## src/hw/gpc_pkg.sv

```systemverilog
package gpc_pkg;

  localparam int unsigned CLK_HZ = 20_000_000;
  // register offsets
  localparam logic [7:0] OFS_CTRL  = 8'h00;
  localparam logic [7:0] OFS_STAT  = 8'h04;
  localparam logic [7:0] OFS_ERROR_CONTROL_REG  = 8'h08;
  localparam logic [7:0] OFS_PWR   = 8'h0C;
  localparam logic [7:0] OFS_PM    = 8'h10;
  localparam logic [7:0] OFS_RXBUF = 8'h14;
  localparam logic [7:0] OFS_FIFO  = 8'h18;
  localparam logic [7:0] OFS_FILT  = 8'h1C;
  localparam logic [7:0] OFS_MTA   = 8'h20;
  // field positions
  localparam int CTRL_SRST = 0;
  localparam int CTRL_SPD  = 1;
  localparam int CTRL_HALF = 3;
  localparam int CTRL_SB   = 4;
  localparam int ERROR_CONTROL_REG_URD  = 0;
  localparam int PWR_AG3   = 0;
  localparam int PWR_SX    = 1;
  localparam int PWR_DC    = 2;
  localparam int PWR_ME    = 3;
  localparam int PWR_DIS   = 4;
  localparam int PWR_LOW   = 5;
  localparam int FLT_UC    = 0;
  localparam int FLT_MC    = 1;
  localparam int FLT_BC    = 2;
  localparam int FLT_PRM   = 3;
  localparam int FLT_RSS   = 4;
  // speeds and system states
  localparam logic [1:0] SPD_10   = 2'h0;
  localparam logic [1:0] SPD_100  = 2'h1;
  localparam logic [1:0] SPD_1000 = 2'h2;
  localparam logic [1:0] SYS_S0   = 2'h0;
  localparam logic [1:0] SYS_S0IX = 2'h1;
  localparam logic [1:0] SYS_SX   = 2'h2;
  // completion status codes
  localparam logic [2:0] CPL_SC  = 3'h0;
  localparam logic [2:0] CPL_UR  = 3'h1;
  localparam logic [2:0] CPL_CRS = 3'h2;
  localparam logic [2:0] CPL_CA  = 3'h4;
  // sizes and limits
  localparam logic [6:0]  MAX_REQ   = 7'h40;
  localparam logic [12:0] PAGE_SZ   = 13'h1000;
  localparam logic [14:0] RXBUF_MIN = 15'h0100;
  localparam logic [14:0] RXBUF_MAX = 15'h4000;
  localparam logic [5:0]  PBUF_KB   = 6'h20;
  localparam logic [13:0] MAX_FRAME = 14'h233A;
  localparam int unsigned HS_TX_MBPS = 1250;
  // reset values
  localparam logic [1:0]  RST_SPD   = SPD_1000;
  localparam logic [14:0] RST_RXBUF = 15'h0800;
  localparam logic [5:0]  RST_RXKB  = 6'h10;
  localparam logic [4:0]  RST_FILT  = 5'h05;
  // sideband clock half periods
  localparam int unsigned SB_HZ0 = 100_000;
  localparam int unsigned SB_HZ1 = 400_000;
  localparam int unsigned SB_HZ2 = 1_000_000;
  localparam logic [6:0] SB_HP0 = 7'(CLK_HZ / (2 * SB_HZ0));
  localparam logic [6:0] SB_HP1 = 7'(CLK_HZ / (2 * SB_HZ1));
  localparam logic [6:0] SB_HP2 = 7'(CLK_HZ / (2 * SB_HZ2));
endpackage

```

## src/hw/gpc_gbe_ctrl.sv

```systemverilog
// The implementer's own choices: the plain strobed port and the register addresses.
`timescale 1ns/1ns
module gpc_gbe_ctrl
  import gpc_pkg::*;
(
  input  wire logic        clk_sys,
  input  wire logic        rstn,
  input  wire logic [7:0]  reg_addr,
  input  wire logic [31:0] reg_wdata,
  input  wire logic        reg_wr,
  input  wire logic        reg_rd,
  output logic      [31:0] reg_rdata,
  input  wire logic        nvm_done,
  input  wire logic        nvm_port_en,
  input  wire logic        req_valid,
  input  wire logic [63:0] req_addr,
  input  wire logic [15:0] req_len,
  output logic             req_ready,
  output logic             mem_valid,
  output logic      [63:0] mem_addr,
  output logic      [6:0]  mem_len,
  input  wire logic        mem_ready,
  input  wire logic        rx_valid,
  input  wire logic        rx_cfg,
  input  wire logic        rx_np,
  input  wire logic        rx_bad,
  input  wire logic        rx_unsup,
  output logic             cpl_valid,
  output logic      [2:0]  cpl_status,
  output logic             rx_pass,
  input  wire logic [1:0]  sys_state,
  input  wire logic        suspend_to_ram_sleep_n_n_pin,
  input  wire logic        mgmt_sleep_n_n_pin,
  input  wire logic        on_battery_pin,
  input  wire logic        wake_n_pin,
  output logic             lan_phy_sleep_n,
  output logic             phy_power_control_out,
  output logic             hs_link_active,
  output logic             sb_link_active,
  output logic             wake_pending,
  output logic             sb_scl_out,
  output logic      [1:0]  mac_speed,
  output logic             mac_half_duplex,
  input  wire logic        frame_valid,
  input  wire logic [13:0] frame_len,
  input  wire logic        frame_uc_hit,
  input  wire logic        frame_bcast,
  input  wire logic        frame_mcast,
  input  wire logic [4:0]  frame_hash,
  input  wire logic        frame_rss_bit,
  output logic             frame_accept,
  output logic             frame_queue
);

  typedef struct packed {
    logic [3:0]  sync1;
    logic [3:0]  sync2;
    logic        nvm_seen;
    logic        port_en;
    logic [1:0]  spd;
    logic        half;
    logic [1:0]  sb_sel;
    logic        unsupported_request_detected;
    logic [5:0]  pwr;
    logic        d3;
    logic [14:0] rxbuf;
    logic [5:0]  rx_kb;
    logic [4:0]  filt;
    logic [31:0] mta;
    logic        busy;
    logic [63:0] cur;
    logic [15:0] rem;
    logic        mv;
    logic [63:0] ma;
    logic [6:0]  ml;
    logic        cv;
    logic [2:0]  cs;
    logic        pass;
    logic [31:0] rdata;
    logic        sleep_n;
    logic        phypc;
    logic        g3_fresh;
    logic        hs;
    logic        sb;
    logic        wake;
    logic [1:0]  mspd;
    logic        mhalf;
    logic [6:0]  sbcnt;
    logic        scl;
    logic        acc;
    logic        q;
  } gpc_st_t;

  // synchronisers start at zero: no false wake, no early after-g3 clear
  localparam gpc_st_t ST_RST = '{
    spd: RST_SPD, rxbuf: RST_RXBUF, rx_kb: RST_RXKB, filt: RST_FILT,
    g3_fresh: 1'b1, phypc: 1'b1, scl: 1'b1,
    default: '0};

  // index of each synchronised pin
  localparam int P_S3 = 0;
  localparam int P_A  = 1;
  localparam int P_BT = 2;
  localparam int P_WK = 3;

  gpc_st_t s_ff;
  gpc_st_t nxt_s;

  logic       wr_hit;
  logic       srst;
  logic [6:0] room;
  logic [6:0] chunk;
  logic       load;
  logic       keep;
  logic [6:0] hp;
  logic [5:0] kb;

  // handshake and write decode
  assign req_ready = ~s_ff.busy;
  assign wr_hit    = reg_wr;
  assign srst      = reg_wr && (reg_addr == OFS_CTRL) && reg_wdata[CTRL_SRST];

  // next-state logic
  always_comb begin
    nxt_s = s_ff;
    kb    = 6'h00;
    // pins pass two flops before use
    nxt_s.sync1 = {~wake_n_pin, on_battery_pin, mgmt_sleep_n_n_pin, suspend_to_ram_sleep_n_n_pin};
    nxt_s.sync2 = s_ff.sync1;

    // nvm load done latches port setup once
    if (nvm_done && !s_ff.nvm_seen) begin
      nxt_s.nvm_seen = 1'b1;
      nxt_s.port_en  = nvm_port_en;
    end

    // register writes
    if (wr_hit) begin
      if (reg_addr == OFS_CTRL) begin
        nxt_s.spd    = reg_wdata[CTRL_SPD +: 2];
        nxt_s.half   = reg_wdata[CTRL_HALF];
        nxt_s.sb_sel = reg_wdata[CTRL_SB +: 2];
      end else if (reg_addr == OFS_PWR) begin
        nxt_s.pwr = reg_wdata[5:0];
      end else if (reg_addr == OFS_PM) begin
        nxt_s.d3 = reg_wdata[0];
      end else if (reg_addr == OFS_RXBUF) begin
        // clamp to legal buffer range
        if (reg_wdata[31:0] < 32'(RXBUF_MIN)) begin
          nxt_s.rxbuf = RXBUF_MIN;
        end else if (reg_wdata[31:0] > 32'(RXBUF_MAX)) begin
          nxt_s.rxbuf = RXBUF_MAX;
        end else begin
          nxt_s.rxbuf = reg_wdata[14:0];
        end
      end else if (reg_addr == OFS_FIFO) begin
        kb = (reg_wdata[31:0] > 32'(PBUF_KB)) ? PBUF_KB : reg_wdata[5:0];
        nxt_s.rx_kb = kb;
      end else if (reg_addr == OFS_FILT) begin
        nxt_s.filt = reg_wdata[4:0];
      end else if (reg_addr == OFS_MTA) begin
        nxt_s.mta = reg_wdata;
      end
    end

    // request splitter: chunks end on 64-byte lines and never cross 4 KB
    room  = MAX_REQ - {1'b0, s_ff.cur[5:0]};
    chunk = (s_ff.rem < 16'(room)) ? s_ff.rem[6:0] : room;
    load  = s_ff.busy && (!s_ff.mv || mem_ready);
    if (load) begin
      nxt_s.mv   = 1'b1;
      nxt_s.ma   = s_ff.cur;
      nxt_s.ml   = chunk;
      nxt_s.cur  = s_ff.cur + 64'(chunk);
      nxt_s.rem  = s_ff.rem - 16'(chunk);
      nxt_s.busy = (s_ff.rem != 16'(chunk));
    end else if (mem_ready) begin
      nxt_s.mv = 1'b0;
    end
    if (req_valid && !s_ff.busy && req_len != 16'h0000) begin
      nxt_s.busy = 1'b1;
      nxt_s.cur  = req_addr;
      nxt_s.rem  = req_len;
    end

    // incoming request checks
    nxt_s.cv   = 1'b0;
    nxt_s.cs   = CPL_SC;
    nxt_s.pass = 1'b0;
    if (rx_valid) begin
      if (rx_cfg && !s_ff.nvm_seen) begin
        nxt_s.cv = 1'b1;
        nxt_s.cs = CPL_CRS;
      end else if (rx_unsup || (!rx_cfg && s_ff.d3)) begin
        nxt_s.cv = rx_np;
        nxt_s.cs = CPL_UR;
      end else if (rx_bad) begin
        nxt_s.cv = rx_np;
        nxt_s.cs = CPL_CA;
      end else begin
        nxt_s.cv   = rx_np;
        nxt_s.pass = 1'b1;
      end
    end
    // flag set wins over software clear
    nxt_s.unsupported_request_detected = (s_ff.unsupported_request_detected & ~(wr_hit && reg_addr == OFS_ERROR_CONTROL_REG && reg_wdata[ERROR_CONTROL_REG_URD]))
              | (rx_valid && !(rx_cfg && !s_ff.nvm_seen)
                 && (rx_unsup || (!rx_cfg && s_ff.d3)));

    // phy supply control
    if (s_ff.sync2[P_S3]) begin
      nxt_s.g3_fresh = 1'b0;
    end
    keep = s_ff.sync2[P_S3] | s_ff.sync2[P_A]
         | s_ff.pwr[PWR_ME]
         | ((s_ff.pwr[PWR_SX] | (s_ff.pwr[PWR_AG3] & s_ff.g3_fresh))
            & ~(s_ff.pwr[PWR_DC] & s_ff.sync2[P_BT]));
    nxt_s.sleep_n = ~s_ff.pwr[PWR_DIS] & keep;
    nxt_s.phypc   = ~(s_ff.pwr[PWR_LOW] & nxt_s.sleep_n);

    // link and mode selection by system state
    nxt_s.hs   = (sys_state == SYS_S0) && s_ff.port_en;
    nxt_s.sb   = (sys_state == SYS_S0IX) || (sys_state == SYS_SX);
    nxt_s.wake = (sys_state != SYS_S0) && s_ff.sync2[P_WK];
    // speed code 3 counts as gigabit, so it too drops outside S0
    if (s_ff.spd >= SPD_1000 && sys_state != SYS_S0) begin
      nxt_s.mspd = SPD_100;
    end else if (s_ff.spd > SPD_1000) begin
      nxt_s.mspd = SPD_1000;
    end else begin
      nxt_s.mspd = s_ff.spd;
    end
    nxt_s.mhalf = s_ff.half && (nxt_s.mspd != SPD_1000);

    // sideband clock, one of three rates
    if (s_ff.sb_sel == 2'h1) begin
      hp = SB_HP1;
    end else if (s_ff.sb_sel == 2'h2) begin
      hp = SB_HP2;
    end else begin
      hp = SB_HP0;
    end
    if (!s_ff.sb) begin
      nxt_s.sbcnt = 7'h00;
      nxt_s.scl   = 1'b1;
    end else if (s_ff.sbcnt >= hp - 7'h01) begin
      nxt_s.sbcnt = 7'h00;
      nxt_s.scl   = ~s_ff.scl;
    end else begin
      nxt_s.sbcnt = s_ff.sbcnt + 7'h01;
    end

    // receive address filter and queue pick
    nxt_s.acc = frame_valid && (frame_len <= MAX_FRAME)
             && (s_ff.filt[FLT_PRM]
                 || (s_ff.filt[FLT_BC] && frame_bcast)
                 || (s_ff.filt[FLT_UC] && frame_uc_hit)
                 || (s_ff.filt[FLT_MC] && frame_mcast && s_ff.mta[frame_hash]));
    nxt_s.q = s_ff.filt[FLT_RSS] && frame_rss_bit;

    // read data, one cycle after the strobe
    nxt_s.rdata = 32'h0000_0000;
    if (reg_rd) begin
      if (reg_addr == OFS_CTRL) begin
        nxt_s.rdata = {26'h0, s_ff.sb_sel, s_ff.half, s_ff.spd, 1'b0};
      end else if (reg_addr == OFS_STAT) begin
        nxt_s.rdata = {20'h0, s_ff.mspd, s_ff.mhalf, s_ff.phypc, s_ff.sleep_n, s_ff.busy,
                       s_ff.wake, s_ff.sb, s_ff.hs, s_ff.port_en, s_ff.nvm_seen, s_ff.g3_fresh};
      end else if (reg_addr == OFS_ERROR_CONTROL_REG) begin
        nxt_s.rdata = {31'h0, s_ff.unsupported_request_detected};
      end else if (reg_addr == OFS_PWR) begin
        nxt_s.rdata = {26'h0, s_ff.pwr};
      end else if (reg_addr == OFS_PM) begin
        nxt_s.rdata = {31'h0, s_ff.d3};
      end else if (reg_addr == OFS_RXBUF) begin
        nxt_s.rdata = {17'h0, s_ff.rxbuf};
      end else if (reg_addr == OFS_FIFO) begin
        nxt_s.rdata = {18'h0, PBUF_KB - s_ff.rx_kb, 2'h0, s_ff.rx_kb};
      end else if (reg_addr == OFS_FILT) begin
        nxt_s.rdata = {27'h0, s_ff.filt};
      end else if (reg_addr == OFS_MTA) begin
        nxt_s.rdata = s_ff.mta;
      end
    end

    // soft reset clears all but configuration space, the nvm port setup, the pin synchronisers and the after-g3 flag
    if (srst) begin
      nxt_s          = ST_RST;
      nxt_s.sync1    = s_ff.sync1;
      nxt_s.sync2    = s_ff.sync2;
      nxt_s.d3       = s_ff.d3;
      nxt_s.unsupported_request_detected      = s_ff.unsupported_request_detected;
      nxt_s.nvm_seen = s_ff.nvm_seen;
      nxt_s.port_en  = s_ff.port_en;
      nxt_s.g3_fresh = s_ff.g3_fresh;
    end
  end

  // state register
  always_ff @(posedge clk_sys) begin
    if (!rstn) begin
      s_ff <= ST_RST;
    end else begin
      s_ff <= nxt_s;
    end
  end

  // outputs straight from flops
  assign reg_rdata             = s_ff.rdata;
  assign mem_valid             = s_ff.mv;
  assign mem_addr              = s_ff.ma;
  assign mem_len               = s_ff.ml;
  assign cpl_valid             = s_ff.cv;
  assign cpl_status            = s_ff.cs;
  assign rx_pass               = s_ff.pass;
  assign lan_phy_sleep_n       = s_ff.sleep_n;
  assign phy_power_control_out = s_ff.phypc;
  assign hs_link_active        = s_ff.hs;
  assign sb_link_active        = s_ff.sb;
  assign wake_pending          = s_ff.wake;
  assign sb_scl_out            = s_ff.scl;
  assign mac_speed             = s_ff.mspd;
  assign mac_half_duplex       = s_ff.mhalf;
  assign frame_accept          = s_ff.acc;
  assign frame_queue           = s_ff.q;
endmodule

```

## config.mk

```make
export PLATFORM = sky130hd
export DESIGN_NAME = gpc_gbe_ctrl
export DESIGN_NICKNAME = d
export VERILOG_FILES = /design/src/hw/gpc_pkg.sv /design/src/hw/gpc_gbe_ctrl.sv
export SDC_FILE = /design/constraint.sdc
export NUM_CORES = 1
export LEC_CHECK = 0
export BUFFER_PORTS_ARGS = -buffer_cell sky130_fd_sc_hd__clkbuf_2
export CORE_ASPECT_RATIO = 1.2
export CORE_UTILIZATION = 56
export DETAILED_ROUTE_END_ITERATION = 10
export PLACE_DENSITY = 0.81
export SLEW_MARGIN = 10
export SYNTH_ARGS = -nofsm -noshare
export SYNTH_HDL_FRONTEND = slang
export SYNTH_SLANG_ARGS = --single-unit
```

## constraint.sdc

```tcl
create_clock -name clk_sys -period 5.38 [get_ports clk_sys]
set_clock_uncertainty 0.2 [all_clocks]
set_input_delay 0 -clock clk_sys [delete_from_list [all_inputs] [get_ports clk_sys]]
set_output_delay 0 -clock clk_sys [all_outputs]
set_load 0.05 [all_outputs]
```

==> summary.md, run 1 <==
| Metric | Value |
|---|---|
| Port buffer count | `283` |
| Die height | `177.7 um` |
| Largest cells by area after synthesis | `dfxtp_1 (40%), nand2_1 (7.5%), a21oi_1 (7.3%), buf_4 (5.6%), nand3_1 (2.8%)` |
| Max H-tree Level | `1` |
| Cell taking the most area after synthesis | `dfxtp_1` |
| Initial Util | `57.68%` |
| CP endpoint kind | `flop` |
| Die Width | `148.5 um` |
| Clock Pin Slew Worst Setup and Hold Paths | `0.06 ns` |
| Global-route wire length before repair | `73.58 mm` |
| Worst Path Required | `5.61 ns` |
| Critical path arrival | `5.25 ns` |
| Largest family of logic cells by synthesized area | `simple AND/OR/NAND/NOR gates` |
| Top delay family on crit path | `compound AO/OA/AOI/OAI gates` |
| Clock Latency Late Sink | `0.57 ns` |
| WL/cell | `19.43 um` |
| RSZ-0062 raised after global routing | `no` |
| Antenna violations before repair | `0` |
| Num Clock Sinks | `290` |
| TritonCTS clock tree | `yes` |
| Root buffer cell | `clkbuf_16` |
| Final Max Tran Viols | `0` |
| Total Routing Usage GR | `34.84%` |
| Post-route insts no fill | `2424` |
| Layout Area Growth over Synthesis | `25.50%` |
| Antenna Cells | `0` |
| Final Hold Vio Count | `0` |
| Synth Area in Adders | `3.056%` |
| FF+latch count, synth | `290` |
| Io pins | `284` |
| Critical-path top delay cell | `a211o_1` |
| Final setup fails | `0` |
| HP Class | `input pin to flop` |
| Antenna-violating nets left | `0` |
| Iteration-0 DRC Markers | `1334` |
| Number of enable flip-flop cells after synthesis | `0` |
| Status | `completed` |
| WL final | `47.09 mm` |
| Final setup TNS | `0 ns` |
| Mux share of post-synthesis cell area | `3.950%` |
| Final Cycle Share | `93.19%` |
| CP cell instances | `nor3_1, nor3b_1, xnor2_1, inv_1, ha_1, a21o_1, a21oi_1, nand3_1, a21oi_2, buf_4, mux2i_1, inv_1, ha_1, o211ai_1, o21a_1, a211o_1, or3_4, o311ai_2, a21oi_1` |
| Min Tclk post-route | `5.014 ns` |
| Residual DRC | `0` |
| Area share of the largest cell type after synthesis | `40.28%` |
| Simple-Gate Fraction of Synth Area | `21.78%` |
| Vias per cell | `6.089` |
| Yosys warns | `0` |
| XOR/XNOR Fraction of Synth Area | `2.248%` |
| Slew @ Worst Pin | `1.214 ns` |
| Max-Cap Viols | `0` |
| Post-synthesis cell area | `0.01441 sq mm` |
| Syn Nets | `1959` |
| LEAKAGE | `7.141 nW` |
| Max transition margin | `18.95%` |
| Syn Area/Cell | `8.180 sq um` |
| Clk buf depth | `3` |
| CORE AREA | `0.02499 sq mm` |
| Post-synthesis cell count | `1762` |
| Compound-Gate Fraction of Synth Area | `19.16%` |
| Max Clk Rate | `199.4 MHz` |
| Peak supply drop | `302.4 uV` |
| Vias | `14760` |
| Hold Slack | `0.04195 ns` |
| Crit path buffers/inverters | `3` |
| Rows | `63` |
| Seq/Total Area, Yosys | `40.28%` |
| CTS Buf Count | `30` |
| Slowest stage delay, CP | `0.52 ns` |
| Nets@finish | `2272` |
| 1st-pass router iterations | `8` |
| Pwr per Cell Area | `317.2 mW/mm^2` |
| Vias in the first global route | `14520` |
| Die area | `0.02639 sq mm` |
| Netlist cell types | `71` |
| Final GP Congestion | `0.9547` |
| CP max FO | `13` |
| # placed instances | `2174` |
| Critical path class | `flop to flop` |
| Layout cells sized above 1 | `18.53%` |
| Largest net degree at the start of global routing | `79` |
| Post-synth ARST share | `0%` |
| Post-DP HPWL | `29.63 mm` |
| Critical path startpoint category | `flop` |
| Synth Flop Type | `dfxtp_1` |
| Total grt overflow | `0` |
==> through the flow <==
| stage | utilization [%] | area, sq um | setup WS [ns] | total power, mW |
|---|---|---|---|---|
| after global routing | 72.39 | 18090 | 0.07661 | 5.972 |
| final | 72.39 | 18090 | 0.3662 | 5.737 |
| after CTS | 72.39 | 18090 | 0.3862 | 5.720 |
| after floorplan | - | 14410 | 0.5301 | 3.247 |
| after global placement | 60.61 | 15150 | 0.5093 | 3.544 |
| after detailed placement | 60.61 | 15150 | 0.3892 | 3.549 |
==> what timing repair did <==
action	in CTS	in global routing
buffers inserted	0	0
hold endpoints to repair	208	0
hold buffers	194	0
resized for setup	0	0
==> cell type report <==
cell class                      instances  area [sq um]
Multi-Input combinational cell       1226          7273
Fill cell                            1814          6900
Sequential cell                       290          5806
Timing Repair Buffer                  492          3471
Clock buffer                           43         869.6
Tap cell                              325         406.6
Inverter                               35         131.4
Clock inverter                         13         130.1
==> where the power goes <==
part | switching, mW | internal (mW) | total [mW]
sequential | 0.116 | 2.24 | 2.36
combinational | 0.761 | 0.523 | 1.28
clock | 0.875 | 1.22 | 2.09
total | 1.75 | 3.99 | 5.74
==> tightest hold or removal path: cells and delay by family <==
kind,cells,cell delay [ns]
compound gates,1,0.05
buf+inv,2,0.65
simple gates,1,0.05
==> placed cells by master, fill, tap and decap left out, types with 22 or more instances in the layout <==
master and count:
nor4_1 27, dfxtp_1 290, nand3_1 82, nand2_1 287, clkbuf_16 30, nor3_1 29
dlygate4sd3_1 194, a21oi_1 210, and2_1 23, nand4_1 24, inv_1 35, o21ai_0 56
a31oi_1 23, clkbuf_2 283, mux2i_1 22, ha_1 32, nor2_1 97
==> state kept, by name, summed over array words and instances (netlist names), 2 cells and up <==
| register | cells |
|---|---|
| mac_speed | 2 |
| s_ff | 170 |
| mem_len | 7 |
| cpl_status | 3 |
| mem_addr | 64 |
| reg_rdata | 32 |
==> Yosys cell counts, types with 20 or more instances <==
cell / instances
nand4_1: 24
nor4_1: 28
nor2_1: 98
buf_2: 22
inv_1: 35
nand2_1: 289
a22o_1: 20
clkbuf_1: 70
xnor2_1: 21
dfxtp_1: 290
mux2i_1: 22
nor3_1: 29
a31oi_1: 23
buf_4: 108
ha_1: 32
o21ai_0: 56
and3_1: 21
a21oi_1: 210
nand3_1: 82
and2_1: 24
==> metal layers <==
| metal | wire length [um] | track usage [%] | vias to the layer above |
|---|---|---|---|
| met2 | 23450 | 62.36 | 875 |
| met4 | 2345 | 18.26 | 0 |
| met5 | 0 | 0 | - |
| li1 | - | - | 6808 |
| met1 | 17250 | 38.99 | 6884 |
| met3 | 4045 | 6.452 | 193 |
==> worst paths after layout <==
path	startpoint	endpoint	slack (ns)	cells past startpoint
hold reg to reg	mem_addr[59]	mem_addr[59]	0.25	2
hold / removal	req_addr[36]	s_ff[180]	0.04	4
setup / recovery	s_ff[144]	s_ff[191]	0.37	19
setup reg to reg	s_ff[144]	s_ff[191]	0.37	19
==> cell families (layout without fill, tap and decap cells) <==
family / count (synthesis) / count (layout)
buffers and inverters: 246 / 583
XOR/XNOR: 37 / 37
AND/OR/NAND/NOR: 667 / 667
multiplexers: 44 / 44
flip-flops: 290 / 290
adder cells (fa/ha/maj): 34 / 34
AO/OA/AOI/OAI: 444 / 444
Note: power is estimated with default switching activity, not from simulation.
==> run 2, diff against run 1 <==
Settings changed: ABC_AREA set to 0, CELL_PAD_IN_SITES_DETAIL_PLACEMENT set to 0, CELL_PAD_IN_SITES_GLOBAL_PLACEMENT set to 1, CORE_UTILIZATION 56 to 40, PLACE_DENSITY 0.81 to unset, PLACE_DENSITY_LB_ADDON set to 0.1.
==> summary.md, run 2 (synthesis gave the netlist of run 1 again) <==
| Metric | Value |
|---|---|
| Status | `completed` |
| Root buffer cell | `clkbuf_16` |
| WL final | `48.59 mm` |
| Power, Total | `6.012 mW` |
| Layout cells sized above 1 | `19.04%` |
| Port buffer count | `283` |
| Vias | `13900` |
| Final Cycle Share | `93.29%` |
| Reg2reg start | `s_ff[144]` |
| Largest Register | `s_ff` |
| CP startpoint | `s_ff[144]` |
| Initial Util | `40.96%` |
| Pwr per Cell Area | `326.2 mW/mm^2` |
| CP cell instances | `nor3_1, nor3b_1, xnor2_1, inv_1, ha_1, a21o_1, a21oi_1, nand3_1, a21oi_4, buf_4, mux2i_1, buf_4, ha_1, nor2b_1, o31a_1, o221a_2, nor2_1, a21oi_1, dlygate4sd3_1, a21oi_1` |
| Post-route insts no fill | `2569` |
| Max transition margin | `19.79%` |
| LEAKAGE | `7.223 nW` |
| Min Tclk post-route | `5.019 ns` |
| Final setup fails | `0` |
| Layout Area Growth over Synthesis | `27.87%` |
| Final GP Congestion | `0.8937` |
| Most used cell, CP | `a21oi_1` |
| TritonCTS clock tree | `yes` |
| CORE AREA | `0.03519 sq mm` |
| Antenna violations before repair | `1` |
| Hold Slack | `0.06457 ns` |
| Nets@finish | `2282` |
| CP endpoint kind | `flop` |
| Top delay family on crit path | `compound AO/OA/AOI/OAI gates` |
| Clock Pin Slew Worst Setup and Hold Paths | `0.06 ns` |
| CP max FO | `8` |
| Critical path startpoint category | `flop` |
| Clock Latency Late Sink | `0.53 ns` |
| Hold Startpoint | `req_addr[34]` |
| Peak supply drop | `183.3 uV` |
| Die height | `209.9 um` |
| Rows | `75` |
| HP Class | `input pin to flop` |
| Worst Path Required | `5.61 ns` |
| Largest net degree at the start of global routing | `71` |
| RSZ-0062 raised after global routing | `no` |
| Total grt overflow | `0` |
| Max FFs per register | `170` |
| Slowest stage delay, CP | `0.58 ns` |
| # fillers | `3411` |
| Slew @ Worst Pin | `1.200 ns` |
| Num Clock Sinks | `290` |
| Antenna-violating nets left | `0` |
| Final setup TNS | `0 ns` |
| Max-Cap Viols | `0` |
| Iteration-0 DRC Markers | `904` |
| Critical path arrival | `5.25 ns` |
| Die area | `0.03680 sq mm` |
| Io pins | `284` |
| Clk buf depth | `3` |
| Residual DRC | `0` |
| WL/cell | `18.91 um` |
| Total Routing Usage GR | `25.69%` |
| Die Width | `175.3 um` |
| 1st-pass router iterations | `5` |
| Critical path class | `flop to flop` |
| # placed instances | `2318` |
| Critical-path top delay cell | `dlygate4sd3_1` |
| Commonest non-fill, non-tap cells in the layout | `dfxtp_1 (290), nand2_1 (287), clkbuf_2 (283), a21oi_1 (209), dlygate4sd3_1 (191)` |
| Most common cell after layout, fill and taps aside | `dfxtp_1` |
| Worst R2R Setup Slack | `0.36 ns` |
| Crit path buffers/inverters | `4` |
| Max H-tree Level | `2` |
| Final Hold Vio Count | `0` |
| CTS Buf Count | `34` |
| Vias per cell | `5.412` |
| Vias in the first global route | `13710` |
| Global-route wire length before repair | `74.84 mm` |
| Post-DP HPWL | `33.39 mm` |
| Max Clk Rate | `199.2 MHz` |
| Final Max Tran Viols | `0` |
run 2: cell count changes in the layout (fill, tap and decap cells not counted), sizes merged:
cell,delta
bufinv,+1
dlygate4sd3,-3
buf,+9
clkbuf,+4
clkinv,-8
diode,+1
inv,+2
clkinvlp,+2
run 2: area by class of cell:
cell class                      instances  area, sq um  share of cell area [%]
Sequential cell                       290         5806                   31.50
Inverter                               35        131.4                  0.7129
Timing Repair Buffer                  498         3508                   19.04
Tap cell                              462        578.1                   3.137
Multi-Input combinational cell       1226         7292                   39.57
Antenna cell                            1        2.502                 0.01358
Clock inverter                         10        140.1                  0.7604
Clock buffer                           47        970.9                   5.269
run 2: worst paths after layout:
path / endpoint / cells after the start
setup / recovery: s_ff[135] / 20
hold / removal: s_ff[178] / 4
setup reg to reg: s_ff[135] / 20
hold reg to reg: phy_power_control_out / 1
run 2: per-stage QoR:
| step | setup WS [ns] | instance area [sq um] | util [%] |
|---|---|---|---|
| floorplan | 0.5301 | 14410 | - |
| global placement | 0.2693 | 15370 | 43.68 |
| detailed placement | 0.1884 | 15370 | 43.68 |
| CTS | 0.1696 | 18390 | 52.27 |
| global route | 0.01369 | 18430 | 52.37 |
| finish | 0.3607 | 18430 | 52.37 |
run 2: timing repair:
action | in CTS | in global routing
endpoints found under the hold margin | 191 | 0
hold buffers | 191 | 0
buffers inserted | 0 | 2
resized for setup | 0 | 4
endpoints found under the setup margin | 0 | 29
run 2: tightest hold or removal path, cell delays in order:
cell and delay [ns]:
dlygate4sd3_1 0.53, clkbuf_2 0.10, nand2_1 0.05, a21oi_1 0.05
run 2: power breakdown:
part	switching [mW]	internal, mW
registers	0.113	2.24
logic	0.779	0.536
clock network	0.933	1.41
run 2: layer usage:
metal,vias to the layer above,track usage (%),wire (um)
met1,6641,30.88,20580
li1,6812,-,-
met3,67,3.066,1914
met5,-,0,0
met2,384,47.32,24880
met4,0,7.886,1203
